==> config.mk <==
export PLATFORM = sky130hd
export DESIGN_NAME = rvpq_top
export DESIGN_NICKNAME = d
export VERILOG_FILES = /design/src/logic/rvpq_top.v
export VERILOG_INCLUDE_DIRS = /design/src /design/src/logic
export SDC_FILE = /design/constraint.sdc
export NUM_CORES = 1
export LEC_CHECK = 0
export BUFFER_PORTS_ARGS = -buffer_cell sky130_fd_sc_hd__buf_2
export CELL_PAD_IN_SITES_DETAIL_PLACEMENT = 1
export CELL_PAD_IN_SITES_GLOBAL_PLACEMENT = 1
export CORE_AREA = 5 5 144 146
export DETAILED_ROUTE_END_ITERATION = 6
export DIE_AREA = 0 0 149 151
export GPL_TIMING_DRIVEN = 0
export HOLD_SLACK_MARGIN = 0.03
export PLACE_DENSITY_LB_ADDON = 0.05
export SETUP_SLACK_MARGIN = 0.3
export SLEW_MARGIN = 20
export SYNTH_ARGS = -nofsm -noshare
export SYNTH_HDL_FRONTEND = slang
export SYNTH_HIERARCHICAL = 1
export SYNTH_SLANG_ARGS = --single-unit
==> constraint.sdc <==
create_clock -name CLOCK -period 16.2 [get_ports CLOCK]
set_clock_uncertainty 0.1 [all_clocks]
set_input_delay 0.81 -clock CLOCK [delete_from_list [all_inputs] [get_ports CLOCK]]
set_output_delay 0.81 -clock CLOCK [all_outputs]
set_load 0.02 [all_outputs]
==> src/logic/rvpq_defs.vh <==
`ifndef RVPQ_DEFS_VH
`define RVPQ_DEFS_VH

// register offsets
`define RVPQ_ADDR_TX_IRQ_EN     8'h36
`define RVPQ_ADDR_TX_IRQ_STS    8'h37
`define RVPQ_ADDR_STATUS_ONE    8'h4D
`define RVPQ_ADDR_STATUS_TWO    8'h4E
`define RVPQ_ADDR_TRUNC_CFG     8'h7C
`define RVPQ_ADDR_PASS_CTL      8'h7D
`define RVPQ_ADDR_MIRROR_HIGH   8'hDA
`define RVPQ_ADDR_MIRROR_LOW    8'hDB

// reset values
`define RVPQ_RST_TX_IRQ_EN      8'h00
`define RVPQ_RST_TRUNC_CFG      8'h00
`define RVPQ_RST_PASS_CTL       8'h00

// port_truncation_config fields
`define RVPQ_TRC_PARITY         0
`define RVPQ_TRC_LINE_SIZE      1
`define RVPQ_TRC_LINE_COUNT     2

// port_pass_control fields
`define RVPQ_PC_THRESH_LO       0
`define RVPQ_PC_THRESH_HI       1
`define RVPQ_PC_QUAL_PARITY     2
`define RVPQ_PC_QUAL_LINE_SIZE  3
`define RVPQ_PC_QUAL_LINE_CNT   4
`define RVPQ_PC_DISCARD         7

// csi_tx_irq_enable / csi_tx_irq_status fields
`define RVPQ_TX_PASS_UP         0
`define RVPQ_TX_SYNCED          1
`define RVPQ_TX_PASS_DOWN       2
`define RVPQ_TX_SYNC_LOST       3
`define RVPQ_TX_RX_IRQ          4
`define RVPQ_TX_GLOBAL_EN       7

// fifo word layout
`define RVPQ_W_EOF              10
`define RVPQ_W_SOF              9
`define RVPQ_W_EOL              8

`endif

==> src/logic/rvpq_top.v <==
`timescale 1ns/1ps
`default_nettype none
`include "rvpq_defs.vh"

module rvpq_fifo #(
    parameter WIDTH = 11,
    parameter DEPTH = 4,
    parameter AW    = 2
) (
    input  wire             clk,
    input  wire             rst_n,
    input  wire             in_valid,
    output wire             in_ready,
    input  wire [WIDTH-1:0] in_data,
    output wire             out_valid,
    input  wire             out_ready,
    output wire [WIDTH-1:0] out_data
);
    reg [WIDTH-1:0] mem_q [0:DEPTH-1];
    reg [AW-1:0]    wr_q;
    reg [AW-1:0]    rd_q;
    reg [AW:0]      cnt_q;
    wire            push;
    wire            pop;
    integer         i;

    assign in_ready  = (cnt_q != DEPTH[AW:0]);
    assign out_valid = (cnt_q != {(AW+1){1'b0}});
    assign out_data  = mem_q[rd_q];
    assign push      = in_valid && in_ready;
    assign pop       = out_valid && out_ready;

    always @(posedge clk or negedge rst_n) begin
        if (!rst_n) begin
            wr_q  <= {AW{1'b0}};
            rd_q  <= {AW{1'b0}};
            cnt_q <= {(AW+1){1'b0}};
            for (i = 0; i < DEPTH; i = i + 1) begin
                mem_q[i] <= {WIDTH{1'b0}};
            end
        end else begin
            if (push) begin
                mem_q[wr_q] <= in_data;
                wr_q        <= (wr_q == DEPTH[AW-1:0] - 1'b1) ? {AW{1'b0}} : wr_q + 1'b1;
            end
            if (pop) begin
                rd_q <= (rd_q == DEPTH[AW-1:0] - 1'b1) ? {AW{1'b0}} : rd_q + 1'b1;
            end
            if (push && !pop) begin
                cnt_q <= cnt_q + 1'b1;
            end else if (pop && !push) begin
                cnt_q <= cnt_q - 1'b1;
            end
        end
    end
endmodule // rvpq_fifo

// Notes on behaviour
// - transmit interrupt status bits set regardless of their enable bits.
// - transmit sources: pass up, synced, pass down, sync lost, receive-port interrupt.
// - a parity, line-size or line-count error is flagged and, when its truncation bit is set, stops the current outgoing frame.
// - after an error, forwarding resumes at the next frame start.
// - discard-until-pass drops all video until pass is shown.
// - a truncated frame ends with no frame-end marker sent.
// - truncation may happen after any number of forwarded lines.
// - config bits enable truncation on line size, line count or parity.
// - threshold field of zero to three valid frames gates pass.
// - threshold zero gives pass as soon as lock is reported.
// - non-zero threshold needs that many consecutive valid frames.
// - line-size check: constant line length in frame and across frames.
// - line-count check: constant lines per frame, change restarts counter.
// - parity qualification: parity error clears pass and counter at once.
// - a frame is valid with no enabled check failing.
// - status one: port number, crc, lock change, seq, parity, pass, lock.
// - status two bits 7..0 as listed, read clears event bits.
// - low mirror copies seven status bits, cleared via status reads.
// - high mirror copies encoding, sequence and crc faults.
// - interrupt pin needs source enable and global enable both.
module rvpq_top #(
    parameter [1:0] PORT_NUM  = 2'd0,
    parameter       LEN_W     = 16,
    parameter       CNT_W     = 16,
    parameter       FIFO_DEPTH = 4
) (
    // clock and reset
    input  wire        CLOCK,
    input  wire        ARST_N,
    // register port
    input  wire [7:0]  REG_ADDR,
    input  wire        REG_WR,
    input  wire        REG_RD,
    input  wire [7:0]  REG_WDATA,
    output reg  [7:0]  REG_RDATA,
    // link status
    input  wire        LOCK,
    input  wire        PARITY_ERR,
    input  wire        CTRL_CRC_FAULT,
    input  wire        CTRL_ORDER_FAULT,
    input  wire        LINK_ENCODING_FAULT,
    input  wire        BUFFER_ERR,
    input  wire        CSI_ERR,
    input  wire        LINK_FREQ_SETTLED,
    input  wire        LINK_CLOCK_MISSING,
    input  wire        STREAMS_SYNCED,
    // incoming video
    input  wire        VID_VALID,
    output wire        VID_READY,
    input  wire        VID_SOF,
    input  wire        VID_EOF,
    input  wire        VID_EOL,
    input  wire [7:0]  VID_DATA,
    // forwarded video
    output wire        OUT_VALID,
    input  wire        OUT_READY,
    output wire        OUT_SOF,
    output wire        OUT_EOF,
    output wire        OUT_EOL,
    output wire [7:0]  OUT_DATA,
    // status
    output wire        PASS,
    output reg         IRQ_OUT_N
);
    localparam [2:0] ST_IDLE = 3'b001;
    localparam [2:0] ST_FWD  = 3'b010;
    localparam [2:0] ST_DROP = 3'b100;

    reg        rst_meta_q;
    reg        rst_sync_q;
    wire       rst_n;

    always @(posedge CLOCK or negedge ARST_N) begin
        if (!ARST_N) begin
            rst_meta_q <= 1'b0;
            rst_sync_q <= 1'b0;
        end else begin
            rst_meta_q <= 1'b1;
            rst_sync_q <= rst_meta_q;
        end
    end
    assign rst_n = rst_sync_q;

    reg  [7:0]       tx_en_q;
    reg  [7:0]       tx_sts_q;
    reg  [7:0]       trc_q;
    reg  [7:0]       pctl_q;
    reg  [2:0]       st_q;
    reg  [2:0]       st_d;
    reg  [LEN_W-1:0] len_q;
    reg  [LEN_W-1:0] ref_len_q;
    reg              ref_len_ok_q;
    reg  [CNT_W-1:0] lines_q;
    reg  [CNT_W-1:0] ref_lines_q;
    reg              ref_lines_ok_q;
    reg              par_seen_q;
    reg              len_bad_q;
    reg              cnt_bad_q;
    reg  [1:0]       vcnt_q;
    reg  [1:0]       vcnt_d;
    reg              pass_q;
    reg              pass_d;
    reg              lock_q;
    reg              sync_q;
    // sticky event flags
    reg              crc_s_q;
    reg              lchg_s_q;
    reg              seq_s_q;
    reg              par_s_q;
    reg              unst_s_q;
    reg              len_s_q;
    reg              enc_s_q;
    reg              buf_s_q;
    reg              csi_s_q;
    reg              cnt_s_q;

    wire [1:0]       thresh    = pctl_q[`RVPQ_PC_THRESH_HI:`RVPQ_PC_THRESH_LO];
    wire             q_par     = pctl_q[`RVPQ_PC_QUAL_PARITY];
    wire             q_len     = pctl_q[`RVPQ_PC_QUAL_LINE_SIZE];
    wire             q_cnt     = pctl_q[`RVPQ_PC_QUAL_LINE_CNT];
    wire             beat      = VID_VALID && VID_READY;
    wire             data_beat = beat && !VID_SOF && !VID_EOF;
    wire             eol_beat  = data_beat && VID_EOL;
    wire [LEN_W-1:0] cur_len   = len_q + 1'b1;
    wire             len_chg   = eol_beat && ref_len_ok_q && (cur_len != ref_len_q);
    wire [CNT_W-1:0] cur_lines = lines_q + 1'b1;
    // too many lines is visible mid-frame, too few only at frame end
    wire             cnt_over  = eol_beat && ref_lines_ok_q && (cur_lines > ref_lines_q);
    wire             eof_beat  = beat && VID_EOF;
    wire             cnt_chg   = eof_beat && ref_lines_ok_q && (lines_q != ref_lines_q);
    wire             rd_sts1   = REG_RD && (REG_ADDR == `RVPQ_ADDR_STATUS_ONE);
    wire             rd_sts2   = REG_RD && (REG_ADDR == `RVPQ_ADDR_STATUS_TWO);
    wire             rd_tx     = REG_RD && (REG_ADDR == `RVPQ_ADDR_TX_IRQ_STS);
    wire             discard   = pctl_q[`RVPQ_PC_DISCARD] && !pass_q;
    wire             trunc     = (PARITY_ERR && trc_q[`RVPQ_TRC_PARITY])
                              || (len_chg && trc_q[`RVPQ_TRC_LINE_SIZE])
                              || ((cnt_over || cnt_chg) && trc_q[`RVPQ_TRC_LINE_COUNT]);
    wire [7:0]       sts1      = {PORT_NUM, crc_s_q, lchg_s_q, seq_s_q, par_s_q, pass_q, lock_q};
    wire [7:0]       sts2      = {unst_s_q, len_s_q, enc_s_q, buf_s_q, csi_s_q,
                                  LINK_FREQ_SETTLED, LINK_CLOCK_MISSING, cnt_s_q};
    wire [7:0]       mir_lo    = {1'b0, len_s_q, cnt_s_q, buf_s_q, csi_s_q,
                                  par_s_q, pass_q, lock_q};
    wire [7:0]       mir_hi    = {5'b0_0000, enc_s_q, seq_s_q, crc_s_q};
    wire             fwd_ok;
    wire             fifo_wr;
    wire [10:0]      fifo_out;
    reg  [7:0]       tx_set;

    // frame-level forwarding
    always @* begin
        st_d = st_q;
        case (st_q)
            ST_IDLE: begin
                if (beat && VID_SOF && !discard) begin
                    st_d = ST_FWD;
                end
            end
            ST_FWD: begin
                if (trunc || discard) begin
                    st_d = ST_DROP;
                end else if (eof_beat) begin
                    st_d = ST_IDLE;
                end
            end
            ST_DROP: begin
                if (beat && VID_SOF && !discard) begin
                    st_d = ST_FWD;
                end
            end
            default: st_d = ST_IDLE;
        endcase
    end

    // a truncated frame loses its end marker too
    assign fwd_ok  = (st_d == ST_FWD) || (st_q == ST_FWD && st_d == ST_IDLE);
    assign fifo_wr = beat && fwd_ok && !discard;

    // valid-frame counter and pass
    always @* begin
        vcnt_d = vcnt_q;
        if (eof_beat) begin
            if ((q_par && par_seen_q) || (q_len && len_bad_q) || (q_cnt && (cnt_bad_q || cnt_chg))) begin
                vcnt_d = 2'd0;
            end else if (vcnt_q < thresh) begin
                vcnt_d = vcnt_q + 1'b1;
            end
        end
        if (vcnt_d > thresh) begin
            vcnt_d = thresh;
        end
        if ((q_len && len_chg) || (q_cnt && cnt_over)) begin
            vcnt_d = 2'd0;
        end
        if (q_par && PARITY_ERR) begin
            vcnt_d = 2'd0;
        end
        if (!LOCK) begin
            vcnt_d = 2'd0;
        end
        pass_d = LOCK && (vcnt_d >= thresh) && !(q_par && PARITY_ERR);
    end

    always @* begin
        tx_set                        = 8'h00;
        tx_set[`RVPQ_TX_PASS_UP]      = pass_d && !pass_q;
        tx_set[`RVPQ_TX_SYNCED]       = STREAMS_SYNCED && !sync_q;
        tx_set[`RVPQ_TX_PASS_DOWN]    = pass_q && !pass_d;
        tx_set[`RVPQ_TX_SYNC_LOST]    = sync_q && !STREAMS_SYNCED;
        tx_set[`RVPQ_TX_RX_IRQ]       = |{mir_hi, mir_lo[6:2]};
    end

    always @(posedge CLOCK or negedge rst_n) begin
        if (!rst_n) begin
            tx_en_q        <= `RVPQ_RST_TX_IRQ_EN;
            tx_sts_q       <= 8'h00;
            trc_q          <= `RVPQ_RST_TRUNC_CFG;
            pctl_q         <= `RVPQ_RST_PASS_CTL;
            st_q           <= ST_IDLE;
            len_q          <= {LEN_W{1'b0}};
            ref_len_q      <= {LEN_W{1'b0}};
            ref_len_ok_q   <= 1'b0;
            lines_q        <= {CNT_W{1'b0}};
            ref_lines_q    <= {CNT_W{1'b0}};
            ref_lines_ok_q <= 1'b0;
            par_seen_q     <= 1'b0;
            len_bad_q      <= 1'b0;
            cnt_bad_q      <= 1'b0;
            vcnt_q         <= 2'd0;
            pass_q         <= 1'b0;
            lock_q         <= 1'b0;
            sync_q         <= 1'b0;
            crc_s_q        <= 1'b0;
            lchg_s_q       <= 1'b0;
            seq_s_q        <= 1'b0;
            par_s_q        <= 1'b0;
            unst_s_q       <= 1'b0;
            len_s_q        <= 1'b0;
            enc_s_q        <= 1'b0;
            buf_s_q        <= 1'b0;
            csi_s_q        <= 1'b0;
            cnt_s_q        <= 1'b0;
            REG_RDATA      <= 8'h00;
            IRQ_OUT_N      <= 1'b1;
        end else begin
            if (REG_WR && REG_ADDR == `RVPQ_ADDR_TX_IRQ_EN) begin
                tx_en_q <= REG_WDATA;
            end
            if (REG_WR && REG_ADDR == `RVPQ_ADDR_TRUNC_CFG) begin
                trc_q <= REG_WDATA;
            end
            if (REG_WR && REG_ADDR == `RVPQ_ADDR_PASS_CTL) begin
                pctl_q <= REG_WDATA;
            end
            st_q   <= st_d;
            vcnt_q <= vcnt_d;
            pass_q <= pass_d;
            lock_q <= LOCK;
            sync_q <= STREAMS_SYNCED;
            // line length and line count measurement
            if (beat && VID_SOF) begin
                len_q      <= {LEN_W{1'b0}};
                lines_q    <= {CNT_W{1'b0}};
                par_seen_q <= 1'b0;
                len_bad_q  <= 1'b0;
                cnt_bad_q  <= 1'b0;
            end else if (eol_beat) begin
                len_q        <= {LEN_W{1'b0}};
                lines_q      <= cur_lines;
                ref_len_q    <= cur_len;
                ref_len_ok_q <= 1'b1;
                if (len_chg) begin
                    len_bad_q <= 1'b1;
                end
                if (cnt_over) begin
                    cnt_bad_q <= 1'b1;
                end
            end else if (data_beat) begin
                len_q <= cur_len;
            end
            if (eof_beat) begin
                ref_lines_q    <= lines_q;
                ref_lines_ok_q <= 1'b1;
            end
            if (PARITY_ERR) begin
                par_seen_q <= 1'b1;
            end
            if (!LOCK) begin
                ref_len_ok_q   <= 1'b0;
                ref_lines_ok_q <= 1'b0;
            end
            // sticky flags: a new event wins over the read that clears
            crc_s_q  <= CTRL_CRC_FAULT || (crc_s_q && !rd_sts1);
            lchg_s_q <= (LOCK != lock_q) || (lchg_s_q && !rd_sts1);
            seq_s_q  <= CTRL_ORDER_FAULT || (seq_s_q && !rd_sts1);
            par_s_q  <= PARITY_ERR || (par_s_q && !rd_sts1);
            unst_s_q <= (len_chg && lines_q != {CNT_W{1'b0}}) || (unst_s_q && !rd_sts2);
            len_s_q  <= len_chg || (len_s_q && !rd_sts2);
            enc_s_q  <= LINK_ENCODING_FAULT || (enc_s_q && !rd_sts2);
            buf_s_q  <= BUFFER_ERR || (buf_s_q && !rd_sts2);
            csi_s_q  <= CSI_ERR || (csi_s_q && !rd_sts2);
            cnt_s_q  <= cnt_chg || cnt_over || (cnt_s_q && !rd_sts2);
            tx_sts_q <= tx_set | (tx_sts_q & {8{!rd_tx}});
            IRQ_OUT_N <= !(tx_en_q[`RVPQ_TX_GLOBAL_EN]
                          && |(tx_sts_q[4:0] & tx_en_q[4:0]));
            if (REG_RD) begin
                case (REG_ADDR)
                    `RVPQ_ADDR_TX_IRQ_EN:   REG_RDATA <= tx_en_q;
                    `RVPQ_ADDR_TX_IRQ_STS:  REG_RDATA <= tx_sts_q;
                    `RVPQ_ADDR_STATUS_ONE:  REG_RDATA <= sts1;
                    `RVPQ_ADDR_STATUS_TWO:  REG_RDATA <= sts2;
                    `RVPQ_ADDR_TRUNC_CFG:   REG_RDATA <= trc_q;
                    `RVPQ_ADDR_PASS_CTL:    REG_RDATA <= pctl_q;
                    `RVPQ_ADDR_MIRROR_HIGH: REG_RDATA <= mir_hi;
                    `RVPQ_ADDR_MIRROR_LOW:  REG_RDATA <= mir_lo;
                    default:                REG_RDATA <= 8'h00;
                endcase
            end
        end
    end

    // the source stalls whenever the buffer is full, even while dropping
    rvpq_fifo #(
        .WIDTH (11),
        .DEPTH (FIFO_DEPTH),
        .AW    (2)
    ) u_fifo (
        .clk       (CLOCK),
        .rst_n     (rst_n),
        .in_valid  (fifo_wr),
        .in_ready  (VID_READY),
        .in_data   ({VID_EOF, VID_SOF, VID_EOL, VID_DATA}),
        .out_valid (OUT_VALID),
        .out_ready (OUT_READY),
        .out_data  (fifo_out)
    );

    assign OUT_EOF  = fifo_out[`RVPQ_W_EOF];
    assign OUT_SOF  = fifo_out[`RVPQ_W_SOF];
    assign OUT_EOL  = fifo_out[`RVPQ_W_EOL];
    assign OUT_DATA = fifo_out[7:0];
    assign PASS     = pass_q;
endmodule // rvpq_top
`default_nettype wire

# Word-level counts from Yosys, hierarchy flattened
# Index checks and enable logic that the tools add are counted.
# classes
addsub	7
n_lt_le_gt_ge	7
eq_ne	22
mux	40
bitwise	6
reduce_logical	103
# ops
operator	count
$mux 16	5
$pmux 8 s8	1
$logic_and 1x1->1	55
$bwmux 44	1
$mux 11	3
$add 16x1->16 const B	2
$eq 8x7->1 const B	4
$ne 16x16->1	2
$bmux 11 s2	1
$demux 11 s2	1
$logic_or 1x1->1	19
$mux 2	9
$eq 8x6->1 const B	2
$eq 8x8->1 const B	2
$gt 16x16->1	1
$reduce_bool 16->1	1
$mux 3	5
$logic_not 1->1	14
$mux 1	13
$reduce_bool 2->1	5
$and 8x8->8	1
$or 5x8->8	1
$reduce_and 2->1	4
$reduce_or 8->1	1
other kinds (23)	32
# totals
regBits	181
inputBits	43
elab_cells	224

# Depth between registers and ports, before layout
# Gate-level depths: netlist (run 1).
# logic_depth
depth_word	23
ltp_mapped	24

# Modules after synthesis
# The synthesis (run 1) kept the hierarchy.
# by_module_without_submodules
mod	n_inst	cells_per_inst	area_per_inst_um2
rvpq_top	1	790	7424.6
rvpq_fifo	1	146	2342.2

# Least setup slack after synthesis (run 1)
# Ideal clock, no wire load.
# synth_path
path_kind	register to register
start	register lines_q[2]
end	register u_fifo.cnt_q[2]
setup_ps	79
arrival_ps	5025
required_ps	16021
setup_slack_ps	10996
stages_incl_launch_ff	24
path_buffers	1
period_less_slack_ps	5204
path_cell_list	dfrtp_1 > clkbuf_1 > nand2_1 > nor3_1 > and3_1 > and3_1 > and3_1 > nand3_1 > xnor2_1 > ha_1 > and4_1 > a221oi_1 > a31o_2 > nand2_1 > a221o_1 > a41o_1 > o21ai_0 > and2b_1 > ha_1 > inv_1 > fa_1 > xor2_1 > nor2_1 > xor2_1
# synth_between
elab_chain_cells	18
# synth_lines
element	line_no	rtl
start: declaration	rvpq_top.v:151	reg [CNT_W-1:0] lines_q;
start signal: assignment	rvpq_top.v:280	lines_q <= {CNT_W{1'b0}};
start signal: assignment	rvpq_top.v:320	lines_q <= {CNT_W{1'b0}};
start signal: assignment	rvpq_top.v:326	lines_q <= cur_lines;
$add 16x1->16	rvpq_top.v:184	wire [CNT_W-1:0] cur_lines = lines_q + 1'b1;
$gt 16x16->1	rvpq_top.v:186	wire cnt_over = eol_beat && ref_lines_ok_q && (cur_lines > ref_lines_q);
$logic_and 1x1->1	rvpq_top.v:186	
$logic_or 1x1->1 *	rvpq_top.v:195	|| ((cnt_over || cnt_chg) && trc_q[`RVPQ_TRC_LINE_COUNT]);
$logic_and 1x1->1 *	rvpq_top.v:195	
$logic_or 1x1->1 *	rvpq_top.v:193	wire trunc = (PARITY_ERR && trc_q[`RVPQ_TRC_PARITY])
$logic_or 1x1->1 *	rvpq_top.v:217	if (trunc || discard) begin
$mux 3 *	rvpq_top.v:217	
[... 3 more ...]	-	
$logic_or 1x1->1 *	rvpq_top.v:233	assign fwd_ok = (st_d == ST_FWD) || (st_q == ST_FWD && st_d == ST_IDLE);
$logic_and 1x1->1 * (2 in series)	rvpq_top.v:234	assign fifo_wr = beat && fwd_ok && !discard;
via fifo_wr	rvpq_top.v:203	wire fifo_wr;
$logic_and 1x1->1 *	rvpq_top.v:30	assign push = in_valid && in_ready;
via u_fifo.push	rvpq_top.v:23	wire push;
$logic_not 1->1	rvpq_top.v:51	end else if (pop && !push) begin
$logic_and 1x1->1	rvpq_top.v:51	
$reduce_bool 2->1 (no source line)	-	
end signal: assignment	rvpq_top.v:37	cnt_q <= {(AW+1){1'b0}};
end signal: assignment	rvpq_top.v:50	cnt_q <= cnt_q + 1'b1;
end signal: assignment	rvpq_top.v:52	cnt_q <= cnt_q - 1'b1;
end: declaration	rvpq_top.v:22	reg [AW:0] cnt_q;
# Mark *: on every way through the listed nets, which the timed path passes. The rest lies on a longest branch.
# A chain may end at the register's enable or synchronous reset.

# Final worst setup path (run 1)
# layout_path
start	register lines_q[4]
end	register u_fifo.cnt_q[2]
# Same word-level chain as after synthesis.

==> flow_summary.json, run 1 <==
{
  "synth_edf_count": 0,
  "setup_tns_ns": 0,
  "gp_congestion": 0.834,
  "fmax_mhz": 156,
  "drt_iter0_markers": 477,
  "power_mw": 1.44,
  "gr-total-overflow": 0,
  "grt_max_degree": 53,
  "die_h_um": 151,
  "cp-end-kind": "flip-flop",
  "vias": 7574,
  "yosys_warnings": 6,
  "die_w_um": 149,
  "grt_first_pass_wirelength_um": 43900,
  "synthCells": 936,
  "cts_max_level": 4,
  "rsz0062_at_grt": "false",
  "syn_nets": 1011,
  "wirelength_um": 26700,
  "worstMarginPinSlew_ns": 0.859,
  "cts_setup_buffers": 0,
  "cts_buffers": 17,
  "drc": 0,
  "grtUsageTotal_pct": 24.8,
  "placed_cells": 1269,
  "crit_chain": "clkbuf_1 > nand3_1 > nor3_1 > and3_1 > and3_1 > and3_1 > nand3_1 > xnor2_1 > ha_1 > and4_1 > a221oi_1 > a31o_2 > nand2_1 > a221o_1 > a41o_1 > o21ai_0 > and2b_1 > ha_1 > inv_1 > fa_1 > xor2_1 > nor2_1 > xor2_1",
  "status": "finished clean",
  "antenna_found_initial": 0,
  "postPlaceCellArea_mm2": 0.0105,
  "hold_class": "reg2async",
  "fin_nets": 1099,
  "fp-row-count": 51,
  "stdcell_count": 1302,
  "syn2layout_area_growth_pct": 14.2,
  "critical-path-slowest-cell": "o21ai_0",
  "final_hold_viol_count": 0,
  "max_cap_viol_count": 0,
  "final_area_mm2": 0.0112,
  "synth_seq_area_share_pct": 46.4,
  "critPathLaunchType": "flip-flop",
  "clkLatencyLatePin_ns": 0.44,
  "crit_path_frequent_cell": "and3_1",
  "async_flop_share_pct": 100,
  "cp.required_ns": 16.46,
  "cp.arrival_ns": 6.66,
  "period_share_pct": 39.5,
  "clk_pin_slew_ns": 0.08,
  "vias_per_cell": 5.82,
  "grt_pass1_vias": 8138,
  "numPortBuffers": 64,
  "max-slew-margin-rel_pct": 42.5,
  "n_antenna_cell": 0,
  "worstPathMaxFanout": 7,
  "dr.pass1.iters": 5,
  "wl_per_cell_um": 20.5,
  "coreArea_mm2": 0.0193,
  "worstSetupPathType": "reg2reg",
  "syn_area_mm2": 0.00977,
  "clockBufferDepth": 2,
  "syn-mean-instance-area_um2": 10.4,
  "finalMaxSlewViolations": 0,
  "dieArea_mm2": 0.0225,
  "cts_tree": "done",
  "fin_crit_ns": 6.40,
  "cts.sinks": 181,
  "ys_types": 69,
  "root_buffer": "clkbuf_16",
  "drtAntennaViolNets": 0,
  "vdd_ir_drop_max_v": 0.000114,
  "rr_worst_depth": 23,
  "io_pins": 66,
  "hpwlAfterDp_um": 18600,
  "initial_core_util_pct": 50.7,
  "power_density_mw_per_mm2": 129,
  "max_stage_delay_ns": 0.51,
  "drive_gt1_share_pct": 21.6,
  "p_leak_nw": 5.07,
  "setup_viol": 0,
  "ys_seq_elements": 181,
  "ys.flop_type": "dfrtp_1"
}
==> power by group <==
group          internal [mW]  total, mW  switching, mW
sequential             0.541      0.619         0.0776
clock                  0.227      0.436          0.209
combinational          0.190      0.387          0.197
==> path summary, 6_finish.rpt <==
| path | from | end | slack (ns) |
|---|---|---|---|
| max | lines_q[4]$_DFFE_PN0P_ | u_fifo/cnt_q[2]$_DFFE_PN0P_ | 9.80 |
| min | rst_n$_DFF_PN0_ | u_fifo/mem_q[4]$_DFFE_PN0P_ | 0.20 |
| max reg2reg | lines_q[4]$_DFFE_PN0P_ | u_fifo/cnt_q[2]$_DFFE_PN0P_ | 9.80 |
| min reg2reg | rst_n$_DFF_PN0_ | u_fifo/mem_q[4]$_DFFE_PN0P_ | 0.20 |
| max in group asynchronous | rst_n$_DFF_PN0_ | ref_len_ok_q$_DFFE_PN0P_ | 14.86 |
| min in group CLOCK | rst_meta_q$_DFF_PN0_ | rst_n$_DFF_PN0_ | 0.27 |
==> cells in the final DEF (no fill, tap or decap), types with 8 or more instances in the layout <==
master / netlist / routed
nand2b_1: 14 / 14
nand2_1: 114 / 114
nor3_1: 14 / 13
clkbuf_1: 35 / 35
xnor2_1: 20 / 20
o21ai_0: 78 / 78
nand4_1: 8 / 8
a31oi_1: 12 / 12
mux4_2: 11 / 11
nor4_1: 14 / 13
nor2_1: 48 / 48
a21oi_1: 25 / 25
inv_1: 36 / 36
a22o_1: 10 / 10
dfrtp_1: 179 / 178
ha_1: 31 / 31
a21o_1: 18 / 18
buf_2: 7 / 71
a222oi_1: 10 / 10
xor2_1: 36 / 36
clkbuf_16: 0 / 17
mux2_2: 75 / 75
nand3_1: 18 / 18
and3_1: 15 / 15
==> timing repair <==
action	in CTS	in global routing
hold buffers	1	0
gates resized for setup	0	0
endpoints found under the hold margin	2	0
==> sequential cells by signal, summed over array words and instances (netlist names), 2 cells and up <==
signal and cells:
trc_q 8, u_fifo/cnt_q 3, REG_RDATA 8, st_q 3
ref_len_q 16, pctl_q 8, ref_lines_q 16, tx_sts_q 8
len_q 16, u_fifo/mem_q 44, u_fifo/wr_q 2, tx_en_q 8
u_fifo/rd_q 2, lines_q 16, vcnt_q 2
==> through the flow <==
stage	hold slack, ns	utilization [%]	worst slack (ns)
4_1_cts	0.217	57.9	9.78
3_3_place_gp	0.235	54.1	8.31
3_5_place_dp	0.212	54.6	9.93
5_1_grt	0.243	57.9	9.29
2_1_floorplan	0.231	-	10.69
6_report	0.199	57.9	9.80
==> cell usage after synthesis (3+ instances only) <==
cell type | instances | area [um2]
a211o_1 | 3 | 26.3
a211oi_1 | 3 | 22.5
a21boi_0 | 3 | 22.5
a21o_1 | 18 | 135
a21oi_1 | 25 | 125
a221oi_1 | 6 | 52.6
a222oi_1 | 10 | 100
a22o_1 | 10 | 87.6
a31oi_1 | 12 | 75.1
and2_1 | 3 | 18.8
and3_1 | 15 | 93.8
buf_2 | 7 | 35.0
buf_4 | 3 | 22.5
buf_6 | 5 | 56.3
clkbuf_1 | 35 | 131
dfrtp_1 | 179 | 4480
ha_1 | 31 | 388
inv_1 | 36 | 135
mux2_2 | 75 | 845
mux4_2 | 11 | 248
nand2_1 | 114 | 428
nand2b_1 | 14 | 87.6
nand3_1 | 18 | 90.1
nand4_1 | 8 | 50.1
nor2_1 | 48 | 180
nor2b_1 | 7 | 43.8
nor3_1 | 14 | 70.1
nor3b_1 | 7 | 52.6
nor4_1 | 14 | 87.6
nor4_4 | 3 | 63.8
nor4b_1 | 3 | 26.3
o211ai_1 | 3 | 22.5
o21a_1 | 3 | 22.5
o21ai_0 | 78 | 390
o31ai_1 | 5 | 37.5
or2_2 | 4 | 25.0
or3_1 | 4 | 25.0
or4_1 | 5 | 37.5
xnor2_1 | 20 | 175
xor2_1 | 36 | 315
==> layout make-up <==
| type | count | area [um2] |
|---|---|---|
| fillers | 2135 | 8110 |
| well taps | 265 | 332 |
| clock buffers | 18 | 439 |
| flip-flops and latches | 181 | 4540 |
| clock inverters | 14 | 185 |
| plain buffers | 52 | 253 |
| multi-input cells | 667 | 4860 |
| inverters | 36 | 135 |
| repair buffers | 69 | 420 |
==> routing by layer <==
layer / GRT usage, % / share of wire (%) / wire, um
met1: 33.2 / 45 / 12000
met4: 5.81 / 1.3 / 360
met3: 4.64 / 3.4 / 905
met2: 42.2 / 50 / 13500
met5: 0 / 0 / 0
==> kinds of logic (layout without fill, tap and decap cells) <==
logic type	Yosys count	after routing	share of synthesized area [%]
XOR/XNOR	56	56	5.02
AO/OA/AOI/OAI	194	194	12.9
AND/OR/NAND/NOR	296	296	16.1
buffers and inverters	88	189	3.97
multiplexers	88	88	11.4
other	1	1	0.0384
flip-flops	181	181	46.4
adder cells (fa/ha/maj)	32	32	4.18
==> worst max-delay path: cells and delay by family (launching register included) <==
family | cells | cell delay (ns)
AO/OA/AOI/OAI | 5 | 1.66
AND/OR/NAND/NOR | 10 | 2.42
XOR/XNOR | 3 | 0.55
adder cells (fa/ha/maj) | 3 | 0.87
flip-flops | 1 | 0.33
buffers and inverters | 2 | 0.37
Note: power is estimated with default switching activity, not from simulation.
==> inputs of run 2 (changes only) <==
Settings changed: ABC_AREA set to 1, CORE_AREA 5 5 144 146 to 5 5 161 163, DIE_AREA 0 0 149 151 to 0 0 166 168.
Clock period 16.2 ns to 5.1 ns, I/O delays scaled along.
==> flow_summary.json, run 2 <==
{
  "final_cell_mix": "nand2_1, inv_1, dfrtp_1",
  "syn_area_mm2": 0.00974,
  "ys_types": 45,
  "top_register": "u_fifo/mem_q",
  "worstMarginPinSlew_ns": 0.625,
  "cts_buffers": 17,
  "root_buffer": "clkbuf_16",
  "initial_core_util_pct": 40.3,
  "layout.cells.most_common": "nand2_1",
  "p_leak_nw": 5.88,
  "cts_max_level": 4,
  "drc": 0,
  "synth_top_area_cell": "dfrtp_1",
  "worstSetupPathType": "reg2reg",
  "drt_iter0_markers": 398,
  "period_share_pct": 89.0,
  "hold_class": "in2reg",
  "crit_path_frequent_cell": "nand3_2",
  "synthCells": 1233,
  "wl_per_cell_um": 16.7,
  "worstPathMaxFanout": 4,
  "gp_congestion": 0.781,
  "synth_edf_count": 0,
  "critical-path-slowest-cell": "dfrtp_2",
  "cts.sinks": 181,
  "fillers": 2989,
  "stdcell_count": 1697,
  "fin_hold_ws_ns": 0.0586,
  "syn_nets": 1308,
  "r2r_slack_ns": 0.56,
  "die_h_um": 168,
  "final.setup.worst_slack_ns": 0.563,
  "n_antenna_cell": 0,
  "antenna_found_initial": 0,
  "power_density_mw_per_mm2": 346,
  "finish.utilization_pct": 48.2,
  "hpwlAfterDp_um": 20500,
  "max_stage_delay_ns": 0.41,
  "power_mw": 4.03,
  "rsz0062_at_grt": "true",
  "regArea_mm2": 0.00454,
  "ys_seq_elements": 181,
  "clockBufferDepth": 2,
  "clk_pin_slew_ns": 0.07,
  "fp-row-count": 57,
  "grtUsageTotal_pct": 20.4,
  "clkLatencyLatePin_ns": 0.45,
  "max_cap_viol_count": 0,
  "largest_reg_flops": 44,
  "cp.arrival_ns": 4.77,
  "cts_tree": "done",
  "yosys_warnings": 6,
  "final_hold_viol_count": 0,
  "dieArea_mm2": 0.0279,
  "synthDominantCellAreaShare_pct": 46.0,
  "postPlaceCellArea_mm2": 0.0106,
  "synth_seq_area_share_pct": 46.5,
  "die_w_um": 166,
  "vdd_ir_drop_max_v": 0.000198,
  "grt_pass1_vias": 9240,
  "synthMostInstantiatedCell": "nand2_1",
  "grt_max_degree": 50,
  "io_pins": 66,
  "vias": 8748,
  "async_flop_share_pct": 100,
  "setup_tns_ns": 0,
  "status": "finished clean",
  "placed_cells": 1625,
  "final_area_mm2": 0.0116,
  "grt_first_pass_wirelength_um": 47100,
  "drive_gt1_share_pct": 13.5,
  "coreArea_mm2": 0.0242,
  "ys.flop_type": "dfrtp_1",
  "drtAntennaViolNets": 0,
  "fin_nets": 1435,
  "dr.pass1.iters": 5,
  "wirelength_um": 28300,
  "numPortBuffers": 65,
  "syn-mean-instance-area_um2": 7.90,
  "critPathLaunchType": "flip-flop",
  "fin_crit_ns": 4.54,
  "finalMaxSlewViolations": 0,
  "max-slew-margin-rel_pct": 58.3,
  "synth.area.top_cells": "dfrtp_1, nand2_1, inv_1, o21ai_0, nand4_1",
  "cp-end-kind": "flip-flop",
  "synthTopCellsByCount": "nand2_1, inv_1, dfrtp_1, o21ai_0, nand4_1",
  "fmax_mhz": 220,
  "multi_input_area_mm2": 0.00445,
  "cp.required_ns": 5.33,
  "gr-total-overflow": 0,
  "dp_slack_ns": -0.281,
  "syn2layout_area_growth_pct": 19.5,
  "vias_per_cell": 5.15,
  "setup_viol": 0
}
-- run 2: power by group --
group	internal (mW)	switching [mW]
combinational	0.362	0.699
sequential	1.56	0.0942
clock	0.660	0.658
total	2.58	1.45
-- run 2: logic make-up after synthesis --
group / count (synthesis) / share of synthesized area (%)
and+or+nand+nor: 554 / 25.0
buffers and inverters: 223 / 9.21
AOI/OAI and AO/OA: 214 / 12.4
DFF: 181 / 46.5
adders and majority gates: 32 / 4.19
xor gates and xnor gates: 27 / 2.57
other: 1 / 0.0385
muxes: 1 / 0.116
-- run 2: cell type report --
cell class | instances | share of cell area (%)
clock buffer | 18 | 3.77
multi-input combinational | 829 | 38.2
buffer | 39 | 1.81
inverter | 184 | 5.95
clock inverter | 14 | 1.14
sequential | 181 | 39.0
tap | 324 | 3.48
timing repair buffer | 108 | 6.66
-- run 2: routing by layer --
layer  GRT usage (%)  wire [um]
met1            27.7      13500
met2            34.6      13700
met3            3.09        704
met4            5.34        397
met5               0          0
-- run 2: worst paths after layout --
kind | from | to | cells after the start
hold reg to reg | rst_n$_DFF_PN0_ | sync_q$_DFF_PN0_ | 0
setup reg to reg | lines_q[1]$_DFFE_PN0P_ | u_fifo/cnt_q[2]$_DFFE_PN0P_ | 31
hold / removal | VID_EOF | u_fifo/mem_q[32]$_DFFE_PN0P_ | 3
max in group asynchronous | rst_n$_DFF_PN0_ | st_q[0]$_DFF_PN1_ | 2
setup / recovery | lines_q[1]$_DFFE_PN0P_ | u_fifo/cnt_q[2]$_DFFE_PN0P_ | 31
min in group asynchronous | rst_n$_DFF_PN0_ | sync_q$_DFF_PN0_ | 0
-- run 2: critical path: cells and delay by family (launching register included) --
kind            cells  cell delay [ns]
xor+xnor            1             0.16
simple gates       20             2.28
flops               1             0.41
buf+inv             4             0.30
compound gates      2             0.25
fa+ha+maj           4             0.94
-- run 2: timing repair --
action                                 CTS  global route
setup buffers                            3            10
cloned                                   0             0
pin swaps                                5            17
resized for setup                       17            20
setup endpoints to repair               13             2
endpoints found under the hold margin   67             0
hold buffers                            27             0
